==> src/include/cra_pkg.sv <==
package cra_pkg;
	// ****************************************
	// Control port register addresses and soft reset key
	// ****************************************
	localparam logic [6:0] ADDR_ANALOGUE = 7'h04;
	localparam logic [6:0] ADDR_DIGITAL = 7'h05;
	localparam logic [6:0] ADDR_SAMPLING = 7'h08;
	localparam logic [6:0] ADDR_SOFT_RESET = 7'h0F;
	localparam logic [8:0] SOFT_RESET_KEY = 9'h000;
	// ****************************************
	// Field positions
	// ****************************************
	localparam int ANA_SRC_BIT = 2;
	localparam int DIG_HPD_BIT = 0;
	localparam int DIG_HOLD_BIT = 4;
	localparam int SMP_RATE_LSB = 0;
	localparam int SMP_RATE_W = 6;
	localparam int SMP_CORE_BIT = 6;
	localparam int SMP_OUT_BIT = 7;
	// ****************************************
	// Field reset values
	// ****************************************
	localparam logic RST_SRC = 1'b0;
	localparam logic RST_HPD = 1'b0;
	localparam logic RST_HOLD = 1'b0;
	localparam logic RST_CORE_HALVE = 1'b0;
	localparam logic RST_OUT_HALVE = 1'b0;
	localparam logic [5:0] RST_RATE = 6'h00;
	// ****************************************
	// Rate decode and serial framing
	// ****************************************
	localparam logic [3:0] RATE_HIGH_CODE = 4'h7;
	localparam int FRAME_BITS_3W = 16;
	localparam int BYTE_BITS = 8;
	localparam logic [1:0] LAST_BYTE = 2'h2;
	typedef enum logic [1:0] {FILT_NORMAL, FILT_ALT, FILT_HIGH} cra_filt_t;
endpackage : cra_pkg

==> src/include/cra_hpf_if.sv <==
`timescale 1ns/1ps
interface cra_hpf_if #(parameter int W = 24);
	logic [W-1:0] x;
	logic x_valid;
	logic hp_en;
	logic hold;
	logic clr;
	logic [W-1:0] y;
	logic y_valid;
	modport core (output x, x_valid, hp_en, hold, clr, input y, y_valid);
	modport chan (input x, x_valid, hp_en, hold, clr, output y, y_valid);
endinterface : cra_hpf_if

==> src/rtl/cra_hpf_chan.sv <==
`timescale 1ns/1ps
module cra_hpf_chan
	import cra_pkg::*;
#(
	parameter int W = 24,
	parameter int SH = 10
) (
	input wire logic clk,
	input wire logic rst_n,
	cra_hpf_if.chan hp
);
	generate
		if (W < 8 || SH < 1 || SH > 16) begin : g_bad
			$error("cra_hpf_chan: unsupported width or shift");
		end
	endgenerate

	// Offset estimate kept with SH fraction bits so small offsets still converge
	logic signed [W+SH-1:0] acc_r;
	logic signed [W+SH-1:0] acc_nxt;
	logic signed [W-1:0] off;
	logic signed [W:0] diff;
	logic signed [W-1:0] sat;
	logic [W-1:0] y_r;
	logic yv_r;

	assign off = acc_r[W+SH-1:SH];
	assign diff = {hp.x[W-1], hp.x} - {off[W-1], off};
	assign sat = (diff[W] != diff[W-1]) ? {diff[W], {(W-1){~diff[W]}}} : diff[W-1:0];

	always_comb begin
		acc_nxt = acc_r;
		if (hp.clr) begin
			acc_nxt = '0;
		end else if (hp.hp_en) begin
			if (hp.x_valid) begin
				acc_nxt = acc_r + {{(SH-1){diff[W]}}, diff};
			end
		end else if (!hp.hold) begin
			acc_nxt = '0;
		end
		// Disabled with hold set: estimate frozen until filter is enabled again or hold is cleared
	end

	always_ff @(posedge clk or negedge rst_n) begin
		if (!rst_n) begin
			acc_r <= '0;
			y_r <= '0;
			yv_r <= 1'b0;
		end else begin
			acc_r <= acc_nxt;
			yv_r <= hp.x_valid;
			if (hp.x_valid) begin
				y_r <= sat;
			end
		end
	end

	assign hp.y = y_r;
	assign hp.y_valid = yv_r;
endmodule : cra_hpf_chan

==> src/rtl/cra_clock_reset_adc_ctrl.sv <==
`timescale 1ns/1ps
// Summary of operation
// - One bit routes both channels, mic or line
// - Digital path bit0 set disables high pass
// - Enabled filter tracks and subtracts dc offset
// - Hold bit keeps offset when disabled, else clears
// - Held offset frozen until filter re-enabled or hold bit cleared
// - Sample datapath is 24 bits wide
// - Filter type derived from configured sample rate
// - Writing zero to reset register resets device
// - Three-wire: reset on select rise, release on next serial clock rise
// - Two-wire: reset held during write acknowledge bit
// - Core runs at master rate or half
// - External reference clock needs no setting
// - Clock output is non-inverted copy of core
// - Clock output at core rate or half
// - Halved output changes only on master rising edges
// - Clock output held low during reset
// - Microphone bias off in standby
module cra_clock_reset_adc_ctrl
	import cra_pkg::*;
#(
	parameter int DATA_W = 24,
	parameter int HPF_SHIFT = 10,
	parameter logic [6:0] DEV_ADDR = 7'h2A // Arbitrary two-wire device address
) (
	input wire logic CLK,
	input wire logic RST_B,
	input wire logic MODE_3WIRE,
	input wire logic SCLK,
	input wire logic SDIN_IN,
	output logic SDIN_OUT,
	output logic SDIN_OE,
	input wire logic CONTROL_CHIP_SELECT_B,
	input wire logic STANDBY,
	input wire logic [DATA_W-1:0] LINE_L,
	input wire logic [DATA_W-1:0] LINE_R,
	input wire logic [DATA_W-1:0] MIC,
	input wire logic SAMPLE_VALID,
	output logic [DATA_W-1:0] DOUT_L,
	output logic [DATA_W-1:0] DOUT_R,
	output logic DOUT_VALID,
	output logic ADC_SOURCE_SELECT,
	output logic [1:0] FILTER_TYPE,
	output logic CORE_CLOCK_EN,
	output logic BUFFERED_CLOCK_OUTPUT,
	output logic MICROPHONE_BIAS_OUTPUT,
	output logic SOFT_RESET_ACTIVE
);
	generate
		if (DATA_W != 24) begin : g_bad_w
			$error("cra_clock_reset_adc_ctrl: datapath must be 24 bits");
		end
	endgenerate

	// ****************************************
	// Reset release
	// ****************************************
	logic rst_q1;
	logic rst_n;

	always_ff @(posedge CLK or negedge RST_B) begin
		if (!RST_B) begin
			rst_q1 <= 1'b0;
			rst_n <= 1'b0;
		end else begin
			rst_q1 <= 1'b1;
			rst_n <= rst_q1;
		end
	end

	// ****************************************
	// Control port pin sampling
	// ****************************************
	// Pins are synchronous to CLK; one stage of history gives the edges
	logic sclk_p;
	logic sdin_p;
	logic csb_p;

	always_ff @(posedge CLK or negedge rst_n) begin
		if (!rst_n) begin
			sclk_p <= 1'b0;
			sdin_p <= 1'b1;
			csb_p <= 1'b1;
		end else begin
			sclk_p <= SCLK;
			sdin_p <= SDIN_IN;
			csb_p <= CONTROL_CHIP_SELECT_B;
		end
	end

	wire sclk_rise = SCLK & ~sclk_p;
	wire sclk_fall = ~SCLK & sclk_p;
	wire csb_rise = CONTROL_CHIP_SELECT_B & ~csb_p;
	wire tw_start = ~MODE_3WIRE & SCLK & sclk_p & sdin_p & ~SDIN_IN;
	wire tw_stop = ~MODE_3WIRE & SCLK & sclk_p & ~sdin_p & SDIN_IN;

	// ****************************************
	// Two-wire framing
	// ****************************************
	typedef enum logic [1:0] {TW_IDLE, TW_BITS, TW_ACK} cra_tw_t;

	cra_tw_t tw_r;
	cra_tw_t tw_nxt;
	logic [3:0] bcnt_r;
	logic [3:0] bcnt_nxt;
	logic [1:0] byte_r;
	logic [1:0] byte_nxt;
	logic [15:0] sr_r;
	logic tw_ack;
	logic tw_wr;

	wire byte_done = (tw_r == TW_BITS) && sclk_fall && (bcnt_r == 4'(BYTE_BITS));
	wire addr_match = (sr_r[7:1] == DEV_ADDR) && !sr_r[0];
	wire tw_shift = (tw_r == TW_BITS) && sclk_rise && (bcnt_r != 4'(BYTE_BITS));
	wire tw_shift_ok = tw_shift;
	wire tw_3_shift = MODE_3WIRE && !CONTROL_CHIP_SELECT_B && sclk_rise;

	always_comb begin
		tw_nxt = tw_r;
		bcnt_nxt = bcnt_r;
		byte_nxt = byte_r;
		tw_ack = 1'b0;
		tw_wr = 1'b0;
		if (tw_start) begin
			tw_nxt = TW_BITS;
			bcnt_nxt = 4'h0;
			byte_nxt = 2'h0;
		end else if (tw_stop || MODE_3WIRE) begin
			tw_nxt = TW_IDLE;
		end else begin
			unique case (tw_r)
				TW_IDLE: begin
					tw_nxt = TW_IDLE;
				end
				TW_BITS: begin
					if (tw_shift_ok) begin
						bcnt_nxt = bcnt_r + 4'h1;
					end
					if (byte_done) begin
						tw_ack = (byte_r != 2'h0) || addr_match;
						tw_wr = byte_r == LAST_BYTE;
						tw_nxt = tw_ack ? TW_ACK : TW_IDLE;
					end
				end
				TW_ACK: begin
					if (sclk_fall) begin
						bcnt_nxt = 4'h0;
						byte_nxt = byte_r + 2'h1;
						// Further bytes after the data word are ignored until a new start
						tw_nxt = (byte_r == LAST_BYTE) ? TW_IDLE : TW_BITS;
					end
				end
				default: begin
					tw_nxt = TW_IDLE;
				end
			endcase
		end
	end

	always_ff @(posedge CLK or negedge rst_n) begin
		if (!rst_n) begin
			tw_r <= TW_IDLE;
			bcnt_r <= 4'h0;
			byte_r <= 2'h0;
		end else begin
			tw_r <= tw_nxt;
			bcnt_r <= bcnt_nxt;
			byte_r <= byte_nxt;
		end
	end

	// One shift register serves both modes; two-wire bytes land as {addr byte, data byte}
	always_ff @(posedge CLK or negedge rst_n) begin
		if (!rst_n) begin
			sr_r <= 16'h0000;
		end else if (tw_3_shift || tw_shift_ok) begin
			sr_r <= {sr_r[14:0], SDIN_IN};
		end
	end

	// ****************************************
	// Write decode and soft reset
	// ****************************************
	wire wr_stb = MODE_3WIRE ? csb_rise : tw_wr;
	wire [6:0] wr_addr = sr_r[15:9];
	wire [8:0] wr_data = sr_r[8:0];
	wire rst_wr = wr_stb && wr_addr == ADDR_SOFT_RESET && wr_data == SOFT_RESET_KEY;
	wire cfg_wr = wr_stb && !rst_wr;
	wire sw_release = MODE_3WIRE ? sclk_rise : (tw_r == TW_ACK && sclk_fall);

	logic swrst_r;
	logic swrst_nxt;
	logic sda_oe_r;
	logic sda_out_r;

	// Setting wins over release when both land in the same cycle
	assign swrst_nxt = rst_wr ? 1'b1 : (sw_release ? 1'b0 : swrst_r);

	always_ff @(posedge CLK or negedge rst_n) begin
		if (!rst_n) begin
			swrst_r <= 1'b0;
			sda_oe_r <= 1'b0;
			sda_out_r <= 1'b0;
		end else begin
			swrst_r <= swrst_nxt;
			// Open drain: only ever pulls low during the acknowledge bit
			sda_oe_r <= (tw_nxt == TW_ACK);
			sda_out_r <= 1'b0;
		end
	end

	// ****************************************
	// Control fields
	// ****************************************
	logic src_mic_r;
	logic hpd_r;
	logic hold_r;
	logic core_halve_r;
	logic out_halve_r;
	logic [SMP_RATE_W-1:0] rate_r;

	wire wr_ana = cfg_wr && wr_addr == ADDR_ANALOGUE;
	wire wr_dig = cfg_wr && wr_addr == ADDR_DIGITAL;
	wire wr_smp = cfg_wr && wr_addr == ADDR_SAMPLING;

	always_ff @(posedge CLK or negedge rst_n) begin
		if (!rst_n) begin
			src_mic_r <= RST_SRC;
			hpd_r <= RST_HPD;
			hold_r <= RST_HOLD;
			core_halve_r <= RST_CORE_HALVE;
			out_halve_r <= RST_OUT_HALVE;
			rate_r <= RST_RATE;
		end else if (swrst_r) begin
			src_mic_r <= RST_SRC;
			hpd_r <= RST_HPD;
			hold_r <= RST_HOLD;
			core_halve_r <= RST_CORE_HALVE;
			out_halve_r <= RST_OUT_HALVE;
			rate_r <= RST_RATE;
		end else begin
			if (wr_ana) begin
				src_mic_r <= wr_data[ANA_SRC_BIT];
			end
			if (wr_dig) begin
				hpd_r <= wr_data[DIG_HPD_BIT];
				hold_r <= wr_data[DIG_HOLD_BIT];
			end
			if (wr_smp) begin
				core_halve_r <= wr_data[SMP_CORE_BIT];
				out_halve_r <= wr_data[SMP_OUT_BIT];
				rate_r <= wr_data[SMP_RATE_LSB +: SMP_RATE_W];
			end
		end
	end

	// ****************************************
	// Clock enables and clock output
	// ****************************************
	// CLK is the master clock whatever drives the input pin
	logic core_div_r;
	logic out_div_r;
	logic core_en_r;
	logic buffered_clock_output_r;

	wire core_tick = core_halve_r ? core_div_r : 1'b1;
	wire out_tick = core_tick && (!out_halve_r || out_div_r);
	wire in_reset = swrst_r || swrst_nxt;

	always_ff @(posedge CLK or negedge rst_n) begin
		if (!rst_n) begin
			core_div_r <= 1'b0;
			out_div_r <= 1'b0;
			core_en_r <= 1'b0;
			buffered_clock_output_r <= 1'b0;
		end else if (in_reset) begin
			core_div_r <= 1'b0;
			out_div_r <= 1'b0;
			core_en_r <= 1'b0;
			buffered_clock_output_r <= 1'b0;
		end else begin
			core_div_r <= ~core_div_r;
			core_en_r <= core_tick;
			if (core_tick) begin
				out_div_r <= ~out_div_r;
			end
			// Output is a flop off CLK, so it only ever moves on master rising edges
			if (out_tick) begin
				buffered_clock_output_r <= ~buffered_clock_output_r;
			end
		end
	end

	// ****************************************
	// Microphone bias and filter type
	// ****************************************
	function automatic logic [1:0] filt_of(input logic [SMP_RATE_W-1:0] r);
		if (r[5:2] == RATE_HIGH_CODE) begin
			filt_of = FILT_HIGH;
		end else if (r[0]) begin
			filt_of = FILT_ALT;
		end else begin
			filt_of = FILT_NORMAL;
		end
	endfunction : filt_of

	logic [1:0] filt_r;
	logic mic_bias_r;

	always_ff @(posedge CLK or negedge rst_n) begin
		if (!rst_n) begin
			filt_r <= FILT_NORMAL;
			mic_bias_r <= 1'b0;
		end else begin
			filt_r <= filt_of(rate_r);
			mic_bias_r <= !STANDBY;
		end
	end

	// ****************************************
	// Offset removal channels
	// ****************************************
	cra_hpf_if #(.W(DATA_W)) hpf_l ();
	cra_hpf_if #(.W(DATA_W)) hpf_r ();

	// Mono microphone feeds both channels; the pair never splits
	assign hpf_l.x = src_mic_r ? MIC : LINE_L;
	assign hpf_r.x = src_mic_r ? MIC : LINE_R;
	assign hpf_l.x_valid = SAMPLE_VALID;
	assign hpf_r.x_valid = SAMPLE_VALID;
	assign hpf_l.hp_en = !hpd_r;
	assign hpf_r.hp_en = !hpd_r;
	assign hpf_l.hold = hold_r;
	assign hpf_r.hold = hold_r;
	assign hpf_l.clr = swrst_r;
	assign hpf_r.clr = swrst_r;

	cra_hpf_chan #(.W(DATA_W), .SH(HPF_SHIFT)) u_hpf_l (
		.clk(CLK),
		.rst_n(rst_n),
		.hp(hpf_l.chan)
	);

	cra_hpf_chan #(.W(DATA_W), .SH(HPF_SHIFT)) u_hpf_r (
		.clk(CLK),
		.rst_n(rst_n),
		.hp(hpf_r.chan)
	);

	// ****************************************
	// Outputs
	// ****************************************
	assign DOUT_L = hpf_l.y;
	assign DOUT_R = hpf_r.y;
	assign DOUT_VALID = hpf_l.y_valid;
	assign ADC_SOURCE_SELECT = src_mic_r;
	assign FILTER_TYPE = filt_r;
	assign CORE_CLOCK_EN = core_en_r;
	assign BUFFERED_CLOCK_OUTPUT = buffered_clock_output_r;
	assign MICROPHONE_BIAS_OUTPUT = mic_bias_r;
	assign SOFT_RESET_ACTIVE = swrst_r;
	assign SDIN_OUT = sda_out_r;
	assign SDIN_OE = sda_oe_r;
endmodule : cra_clock_reset_adc_ctrl

==> config.mk <==
export PLATFORM = sky130hd
export DESIGN_NAME = cra_clock_reset_adc_ctrl
export DESIGN_NICKNAME = d
export VERILOG_FILES = /design/src/include/cra_pkg.sv /design/src/include/cra_hpf_if.sv /design/src/rtl/cra_hpf_chan.sv /design/src/rtl/cra_clock_reset_adc_ctrl.sv
export SDC_FILE = /design/constraint.sdc
export NUM_CORES = 1
export LEC_CHECK = 0
export ABC_AREA = 1
export BUFFER_PORTS_ARGS = -buffer_cell sky130_fd_sc_hd__buf_2
export CORE_MARGIN = 2
export CORE_UTILIZATION = 49
export DETAILED_ROUTE_END_ITERATION = 8
export PLACE_DENSITY = 0.68
export SLEW_MARGIN = 40
export SYNTH_ARGS = -nofsm -noshare
export SYNTH_HDL_FRONTEND = slang
export SYNTH_SLANG_ARGS = --single-unit
==> constraint.sdc <==
create_clock -name CLK -period 6.7 [get_ports CLK]
set_input_delay 1.005 -clock CLK [delete_from_list [all_inputs] [get_ports CLK]]
set_output_delay 1.005 -clock CLK [all_outputs]
set_load 0.02 [all_outputs]
==> results of run 1 <==
-- placed cells by master (no fill, tap or decap), types with 7 or more instances in the layout --
cell and count:
dfrtp_1 162, nor2_1 263, xnor2_1 9, nand4_1 35, ha_1 120, nand3_1 126
o21bai_1 21, o22ai_1 13, a21oi_1 177, clkbuf_16 17, a21oi_2 13, buf_4 7
o21ai_0 137, nand2_2 14, a21o_1 10, a21boi_0 7, nand3b_1 7, nand2_1 716
nor3_1 37, buf_2 136, inv_1 306, xor2_1 25
-- worst max path at each step --
stage	endpoint	start	slack, ns	cells past startpoint
finish	u_hpf_l.acc_r[21]	ADC_SOURCE_SELECT	1.62	21
global route	u_hpf_l.acc_r[33]	ADC_SOURCE_SELECT	1.26	24
CTS	u_hpf_l.acc_r[21]	ADC_SOURCE_SELECT	1.78	21
detailed placement	u_hpf_l.acc_r[21]	MIC[0]	1.66	22
global placement	u_hpf_l.acc_r[21]	MIC[0]	1.66	22
floorplan	ADC_SOURCE_SELECT	rst_n	1.77	0
-- routing by layer --
metal / vias to the layer above / routed length (µm)
li1: 7698 / -
met1: 7173 / 23460
met2: 647 / 21730
met3: 63 / 5265
met4: 0 / 1059
met5: - / 0
-- synth_stat cells (4+ instances only) --
cell type,n,area share
or2_2,6,0.0026
a21boi_0,7,0.0036
xnor2_1,9,0.0054
nand4_1,35,0.015
buf_4,5,0.0026
nor2_1,263,0.067
a21o_1,10,0.0051
o31ai_1,4,0.0020
nand2_1,717,0.18
a21oi_1,177,0.060
inv_1,308,0.079
nand3_1,126,0.043
nor3_1,38,0.013
dfrtp_1,163,0.28
o21bai_1,21,0.011
nand3b_1,7,0.0036
o21ai_0,137,0.047
nor2_2,4,0.0017
ha_1,120,0.10
a21oi_2,13,0.0078
xor2_1,25,0.015
clkbuf_1,27,0.0069
nand2_2,13,0.0055
o22ai_1,13,0.0055
fa_1,4,0.0055
o21ai_1,4,0.0014
-- flip-flops by register name, summed over array words and instances (netlist names), 2 cells and up --
name and flops:
rate_r 5, FILTER_TYPE 2, tw_r 2, u_hpf_l.hp.y 24
u_hpf_r.acc_r 34, sr_r 16, u_hpf_l.acc_r 34, bcnt_r 4
byte_r 2, u_hpf_r.hp.y 24
-- metrics by stage --
step	hold slack [ns]	instance area, µm²	std cells	setup slack (ns)
6_report	0.2124	16360	2829	1.624
3_3_place_gp	0.3383	15710	2794	1.665
2_1_floorplan	0.3312	14680	2301	1.766
4_1_cts	0.2925	16340	2827	1.776
3_5_place_dp	0.3450	15730	2795	1.660
5_1_grt	0.2346	16360	2829	1.258
-- cell type report --
| cell class | instances | area [µm²] |
|---|---|---|
| repair buffers | 146 | 779.5 |
| multi-input cells | 1786 | 9184 |
| clock buffers | 17 | 425.4 |
| well taps | 390 | 488.0 |
| clock inverters | 15 | 185.2 |
| fillers | 3047 | 13200 |
| inverters | 309 | 1162 |
| diodes | 1 | 2.502 |
| flip-flops and latches | 165 | 4135 |
-- cell families after synthesis --
kind of cell	count (synthesis)	share of synthesized area
flip-flops	165	0.2814
AND/OR/NAND/NOR	1222	0.3421
AO/OA/AOI/OAI	403	0.1537
other	2	0.0005115
adder cells (fa/ha/maj)	124	0.1077
multiplexers	1	0.0007669
buffers and inverters	350	0.09357
XOR/XNOR	34	0.02028
==> out/metrics.cfg, run 1 <==
[status]
status=finished clean

[logic_synthesis]
yosysSeqAreaShare=0.2814
syn_avg_cell_area_um2=6.381
yosys_warnings=0
postSynth.asyncResetShare=1.000
synth-edff-count=0
synth.distinct_cells=52
synthesis.nets=2505
synth-seq-cells=165
syn_inst=2301
ys.flop_type=dfrtp_1
netlist_area_um2=14680

[timing]
setup_tns_ns=0
setup_viol=0
clock.fmax_ghz=0.1970
final_max_slew_viol_count=0
min_period_ns=5.076
skew_ns=0.01529
rsz0062_at_grt=false
tightest_slew_ns=0.8311
max-slew-margin-rel=0.4453
period_share=0.7577
hold_violations=0

[setup_path]
path_cells=inv_1 > buf_4 > nand2_1 > nand2_1 > ha_1 > nand2_1 > nor2_1 > inv_1 > nor3_1 > nand4_1 > nand3_1 > xnor2_1 > inv_1 > ha_1 > a21oi_1 > nand2_1 > a21oi_1 > nand3_1 > or2_2 > nand3_1 > o21ai_0
arrival_ns=5.39
crit_buf_inv=4
endpoint_kind=flip-flop
critPathMaxStageDelay_ns=0.60
r2r_cells=21
crit_family=simple AND/OR/NAND/NOR gates
startpoint_type=flip-flop
crit_fanout=18
regToRegStartpoint=ADC_SOURCE_SELECT
crit_top_cell=nand2_1
r2r_slack_ns=1.62
crit_type=reg -> reg
critical_path_required_ns=7.02
cp_slowest_cell=inv_1
r2r-end=u_hpf_l.acc_r[21]

[finish]
layout.nets=2629
post-route-util=0.5535
final_layout_size_suffix_gt1_frac=0.09434
syn2layout_area_growth_pct=11.45

[clock_network]
clockRootBuffer=clkbuf_16
clockBufferDepth=2
cts.sinks=165
postCtsResizedCells=0
postCtsHoldBufs=0
cts_tree=done
clk_latency_ns=0.47
h-tree-depth=4
postCtsSetupBuffers=0
cts_buffers=17
clkTransAtPathRegs_ns=0.08

[global_routing]
met1_usage=0.4775
top_usage_layer=met2
grt_use_total=0.3347
grt_max_degree=71
met3_usage=0.08870
antenna_found_initial=1
global_route.usage.met2=0.4994
overflow=0
grt_pass1_vias=14552
grt_pass1_wl_mm=79.98

[floorplan]
fp.dieW_um=177.1
start_util=0.4967
die_h_um=177.1
io_pins=138
dieArea_um2=31360
core_um2=29560
num_rows=63

[route]
vias=15581
drtIter0Drc=1511
vias_per_cell=5.508
wl_per_cell_um=18.21
drt_wl_total_mm=51.52
ant_nets=0
drcViolationCount=0
first_pass_iters=6

[place]
io_buffers=136
gp_congestion=0.9985
dpl.hpwl_mm=41.09

[min_path]
hold_class=reg -> async

[job]
drv_cap=0

Power of run 1 is not shown: default switching activity piles up to over one toggle a cycle in this logic, so the estimate is an artifact.
==> run 2, diff against run 1 <==
--- a/config.mk
+++ b/config.mk
@@ -5,7 +5,7 @@
 export SDC_FILE = /design/constraint.sdc
 export NUM_CORES = 1
 export LEC_CHECK = 0
-export ABC_AREA = 1
+export ABC_AREA = 0
 export BUFFER_PORTS_ARGS = -buffer_cell sky130_fd_sc_hd__buf_2
 export CORE_MARGIN = 2
 export CORE_UTILIZATION = 49
==> constraint.sdc (replaced) <==
create_clock -name CLK -period 5.25 [get_ports CLK]
set_input_delay 0.7875 -clock CLK [delete_from_list [all_inputs] [get_ports CLK]]
set_output_delay 0.7875 -clock CLK [all_outputs]
set_load 0.02 [all_outputs]
==> out/metrics.cfg, run 2 <==
[finish]
layout.nets=2054
reg_top3=u_hpf_l.acc_r (34), u_hpf_r.acc_r (34)
stdcell_count=2199
syn2layout_area_growth_pct=31.45
nFillCells=2224
final_layout_size_suffix_gt1_frac=0.2979
layout_commonest_cell=buf_4
layout_common_cells=buf_4 (244), dfrtp_1 (161), nand2_1 (149), o21ai_0 (146), buf_2 (135)

[timing]
tightest_slew_ns=0.7705
max-slew-margin-rel=0.4798
finalHoldWorstSlack_ns=0.1038
period_share=1.017
skew_ns=0.01905
layout_setup_ws_ns=-0.09024
rsz0062_at_grt=true
hold_violations=0
min_period_ns=5.340
setup_viol=2
final_max_slew_viol_count=0
clock.fmax_ghz=0.1873

[logic_synthesis]
synth-edff-count=0
synth_common_cells=o21ai_0 (173), dfrtp_1 (163), nand2_1 (154)
syn_inst=1503
netlist_area_um2=12760
yosys.area.top_type=dfrtp_1
yosys_warnings=0
synth_most_common_cell=o21ai_0
synthAdderAreaFrac=0.1322
synthXorXnorAreaFrac=0.06510
synth_compound_area_frac=0.2524
synthesis.nets=1707
synth.area.top_cells=dfrtp_1 (32%), ha_1 (12%), o21ai_0 (6.8%)
postSynth.asyncResetShare=1.000
ys.flop_type=dfrtp_1
yosys.area_share.simple=0.1331
synth-seq-cells=165
synth_top_family_by_area=compound AO/OA/AOI/OAI gates
synth.distinct_cells=78
yosys.area.top_type_share=0.3196
yosysSeqAreaShare=0.3238
synth.area.mux_share=0.03432
syn_avg_cell_area_um2=8.490

[route]
wl_met2_mm=18.10
vias=12475
top_layer=met4
drtIter0Drc=876
drcViolationCount=0
wl_met3_mm=1.974
wl_per_cell_um=17.77
vias_per_cell=5.673
first_pass_iters=6
drt-met1-wl_mm=17.88
ant_nets=0
drt_wl_total_mm=39.07

[clock_network]
clockRootBuffer=clkbuf_16
cts_buffers=17
h-tree-depth=4
clk_latency_ns=0.46
clockBufferDepth=2
postCtsHoldBufs=0
cts_tree=done
clkTransAtPathRegs_ns=0.08
cts.sinks=165

[status]
failed_checks=negative setup slack
status=complete, but fails checks

[setup_path]
worstSetupEndpoint=u_hpf_r.acc_r[31]
startpoint_type=flip-flop
r2r_slack_ns=-0.09
critical_path_required_ns=5.58
crit_type=reg -> reg
arrival_ns=5.67
regToRegStartpoint=ADC_SOURCE_SELECT
r2r_cells=24
r2r-end=u_hpf_r.acc_r[31]
crit_path_start=ADC_SOURCE_SELECT
crit_fanout=6
endpoint_kind=flip-flop

[place]
gp_congestion=0.9224
dp_slack_ns=-0.6710
dp_cells=2144
io_buffers=136
dpl.hpwl_mm=29.16

[floorplan]
core_um2=25840
io_pins=138
fp.dieW_um=165.4
start_util=0.4939
num_rows=59
die_h_um=165.4
dieArea_um2=27350

[global_routing]
grt_max_degree=53
overflow=0
grt_use_total=0.2856
grt_pass1_wl_mm=61.07
antenna_found_initial=1
grt_pass1_vias=11916

[job]
drv_cap=0

[min_path]
hold_class=in -> async

## run 2: cell types whose count changed after synthesis, moves of 16 or more
cell and change:
a21o_1 +30, a21oi_1 -52, clkbuf_1 +29, inv_1 -171, mux2_2 +21, nand2_1 -563
nand3_1 -107, nand4_1 -18, nor2_1 -179, nor3_1 -19, o21a_1 +16, o21ai_0 +36
o2bb2ai_1 +28, xnor2_1 +48
## run 2: per-stage QoR
stage	util	instance area [µm²]	TNS, ns
final	0.6492	16770	-0.1791
after global routing	0.6492	16770	-1.326
after floorplan	-	12920	-0.4113
after global placement	0.5992	15480	-3.449
after detailed placement	0.6016	15540	-5.087
after CTS	0.6296	16270	0
## run 2: layer usage
metal  GRT usage  vias to the layer above
li1            -                     6097
met1      0.3930                     5929
met2      0.4699                      377
met3     0.03047                       72
met4     0.09835                        0
met5           0                        -
## run 2: worst max-delay path, cell delays in order, from the launching register on
cell and delay [ns]:
dfrtp_2 0.49, buf_6 0.15, buf_6 0.12, o21ai_2 0.16
ha_1 0.26, o21a_1 0.18, o31a_1 0.13, or4_4 0.44
buf_6 0.14, a31oi_4 0.21, o21ai_4 0.10, o21a_4 0.22
a221oi_4 0.31, xnor2_2 0.18, ha_4 0.23, a211o_1 0.27
or4_4 0.52, o221ai_4 0.23, o21ai_2 0.10, buf_4 0.14
buf_4 0.13, a21o_1 0.16, a21oi_2 0.14, xor2_1 0.14
o21ai_1 0.07
## run 2: worst min path at each step
stage           start  cells after the start                endpoint  slack [ns]
6_report        RST_B                      1                  rst_q1        0.10
5_1_grt         RST_B                      1                   rst_n        0.11
4_1_cts         RST_B                      1                   rst_n        0.10
3_5_place_dp    rst_n                      0  MICROPHONE_BIAS_OUTPUT        0.30
3_3_place_gp   rst_q1                      0                   rst_n        0.34
2_1_floorplan  rst_q1                      0                   rst_n        0.33
## run 2: cell families (layout without fill, tap and decap cells)
kind of cell | after synthesis | count (layout)
and+or+nand+nor | 366 | 366
muxes | 39 | 39
buffers and inverters | 196 | 556
adders and majority gates | 134 | 134
xor gates and xnor gates | 94 | 94
DFF | 165 | 165
AOI/OAI and AO/OA | 507 | 507
other | 2 | 3
## run 2: what timing repair did
action,CTS,global route
cloned,0,1
pin swaps,13,50
gates resized for setup,14,93
setup endpoints to repair,8,32
setup buffers,6,15
## run 2: area by class of cell
type	instances	area, µm²	share of cell area
diodes	1	2.502	0.0001492
clock buffers	17	425.4	0.02536
clock inverters	15	215.2	0.01283
inverters	137	521.8	0.03110
multi-input cells	1142	8409	0.5013
flip-flops and latches	165	4136	0.2466
well taps	335	419.2	0.02499
repair buffers	387	2645	0.1577
Power of run 2 is left out for the same reason.
==> run 3, diff against run 2 <==
--- a/config.mk
+++ b/config.mk
@@ -7,6 +7,7 @@
 export LEC_CHECK = 0
 export ABC_AREA = 0
 export BUFFER_PORTS_ARGS = -buffer_cell sky130_fd_sc_hd__buf_2
+export CORE_ASPECT_RATIO = 1.5
 export CORE_MARGIN = 2
 export CORE_UTILIZATION = 49
 export DETAILED_ROUTE_END_ITERATION = 8
==> out/metrics.cfg, run 3 (synthesis gave the netlist of run 2 again) <==
[finish]
layout_commonest_cell=buf_4
final_layout_size_suffix_gt1_frac=0.3004
layout_common_cells=buf_4 (243), dfrtp_1 (161), nand2_1 (152), o21ai_0 (146)
antenna_cells=0
syn2layout_area_growth_pct=31.78
layout.nets=2055
reg_top3=u_hpf_l.acc_r (34), u_hpf_r.acc_r (34)

[status]
status=complete, but fails checks
failed_checks=negative setup slack

[timing]
final_max_slew_viol_count=0
rsz0062_at_grt=true
finalHoldWorstSlack_ns=0.09508
tightest_slew_ns=0.8501
max-slew-margin-rel=0.4333
hold_violations=0
layout_setup_ws_ns=-0.04394
setup_viol=1
period_share=1.008
skew_ns=0.01044
min_period_ns=5.294
clock.fmax_ghz=0.1889

[min_path]
hold_class=in -> async

[setup_path]
r2r_cells=22
r2r_slack_ns=-0.04
critical_path_required_ns=5.64
startpoint_type=flip-flop
endpoint_kind=flip-flop
crit_fanout=4
critical_path_depth=22
regToRegStartpoint=ADC_SOURCE_SELECT
crit_buf_inv=3
critPathMaxStageDelay_ns=0.50
crit_family=compound AO/OA/AOI/OAI gates
cp_slowest_cell=or4_4
crit_type=reg -> reg
r2r-end=u_hpf_r.acc_r[33]
path_cells=buf_12 > buf_16 > o21ai_4 > ha_4 > nor2b_4 > o31a_1 > or4_4 > buf_6 > a31oi_4 > o21ai_2 > o21a_4 > a221oi_4 > xnor2_2 > ha_4 > a211o_1 > or4_4 > o221ai_4 > o21ai_2 > a311oi_2 > xnor2_1 > or3_1 > o21ai_1
arrival_ns=5.68

[clock_network]
cts_tree=done
clockRootBuffer=clkbuf_16
clk_latency_ns=0.46
clockBufferDepth=2
postCtsHoldBufs=0
cts.sinks=165
cts_buffers=17
clkTransAtPathRegs_ns=0.08
h-tree-depth=4

[global_routing]
antenna_found_initial=0
grt_use_total=0.2938
overflow=0
grt_max_degree=73
grt_pass1_vias=12625
grt_pass1_wl_mm=63.14

[route]
drt_wl_total_mm=40.05
drcViolationCount=0
vias=12518
ant_nets=0
vias_per_cell=5.698
first_pass_iters=5
wl_per_cell_um=18.23
drtIter0Drc=562

[job]
drv_cap=0

[place]
dpl.hpwl_mm=30.01
io_buffers=136
dp_slack_ns=-0.6291
gp_congestion=0.9713

[floorplan]
num_rows=72
io_pins=138
dieArea_um2=27380
fp.dieW_um=135.8
die_h_um=201.6
core_um2=25670
start_util=0.4970

==> run 3: cell count changes in the layout (fill, tap and decap cells not counted), sizes merged <==
cell	before	now
clkinv	7	6
clkinvlp	0	1
buf	386	388
diode	1	0
clkbuf	18	17
==> run 3: per-layer routing <==
metal,track usage,routed length [µm],up-vias
met5,0,0,-
met4,0.1589,2205,0
met3,0.04233,1592,117
met2,0.5231,20610,316
met1,0.3336,15630,6006
li1,-,-,6079
==> run 3: area by class of cell <==
type                    count  area (µm²)
clock buffers              17       425.4
clock inverters            15       201.4
fillers                  2140        8859
inverters                 137       521.8
multi-input cells        1142        8439
flip-flops and latches    165        4136
well taps                 333       416.7
repair buffers            388        2675
==> run 3: worst reg2reg max path, delay by kind of cell, from the launching register on <==
family | cells | cell delay, ns
simple gates | 4 | 1.38
xor+xnor | 2 | 0.30
flops | 1 | 0.47
fa+ha+maj | 2 | 0.46
buf+inv | 3 | 0.42
compound gates | 11 | 2.21
==> run 3: worst max-delay path by stage <==
stage | startpoint | to | slack [ns]
global route | ADC_SOURCE_SELECT | u_hpf_r.acc_r[33] | -0.19
floorplan | LINE_R[1] | u_hpf_r.acc_r[33] | -0.27
detailed placement | MIC[0] | u_hpf_r.acc_r[33] | -0.63
global placement | MIC[0] | u_hpf_r.acc_r[33] | -0.58
CTS | ADC_SOURCE_SELECT | u_hpf_r.acc_r[33] | -0.01
finish | ADC_SOURCE_SELECT | u_hpf_r.acc_r[33] | -0.04
==> run 3: through the flow <==
stage          setup TNS, ns  instance area [µm²]  cells  utilization
6_report            -0.04394                16820   2197       0.6550
5_1_grt              -0.6352                16820   2197       0.6550
4_1_cts             -0.01361                16360   2182       0.6373
3_5_place_dp          -6.678                15560   2145       0.6061
3_3_place_gp          -5.925                15510   2143       0.6042
2_1_floorplan        -0.4113                12920   1503            -
==> run 3: timing repair <==
action,in CTS,in global routing
pin swaps,22,59
gates resized for setup,31,77
buffers inserted,4,15
endpoints found under the setup margin,12,23
gates cloned,1,0
Power of run 3 is left out for the same reason.
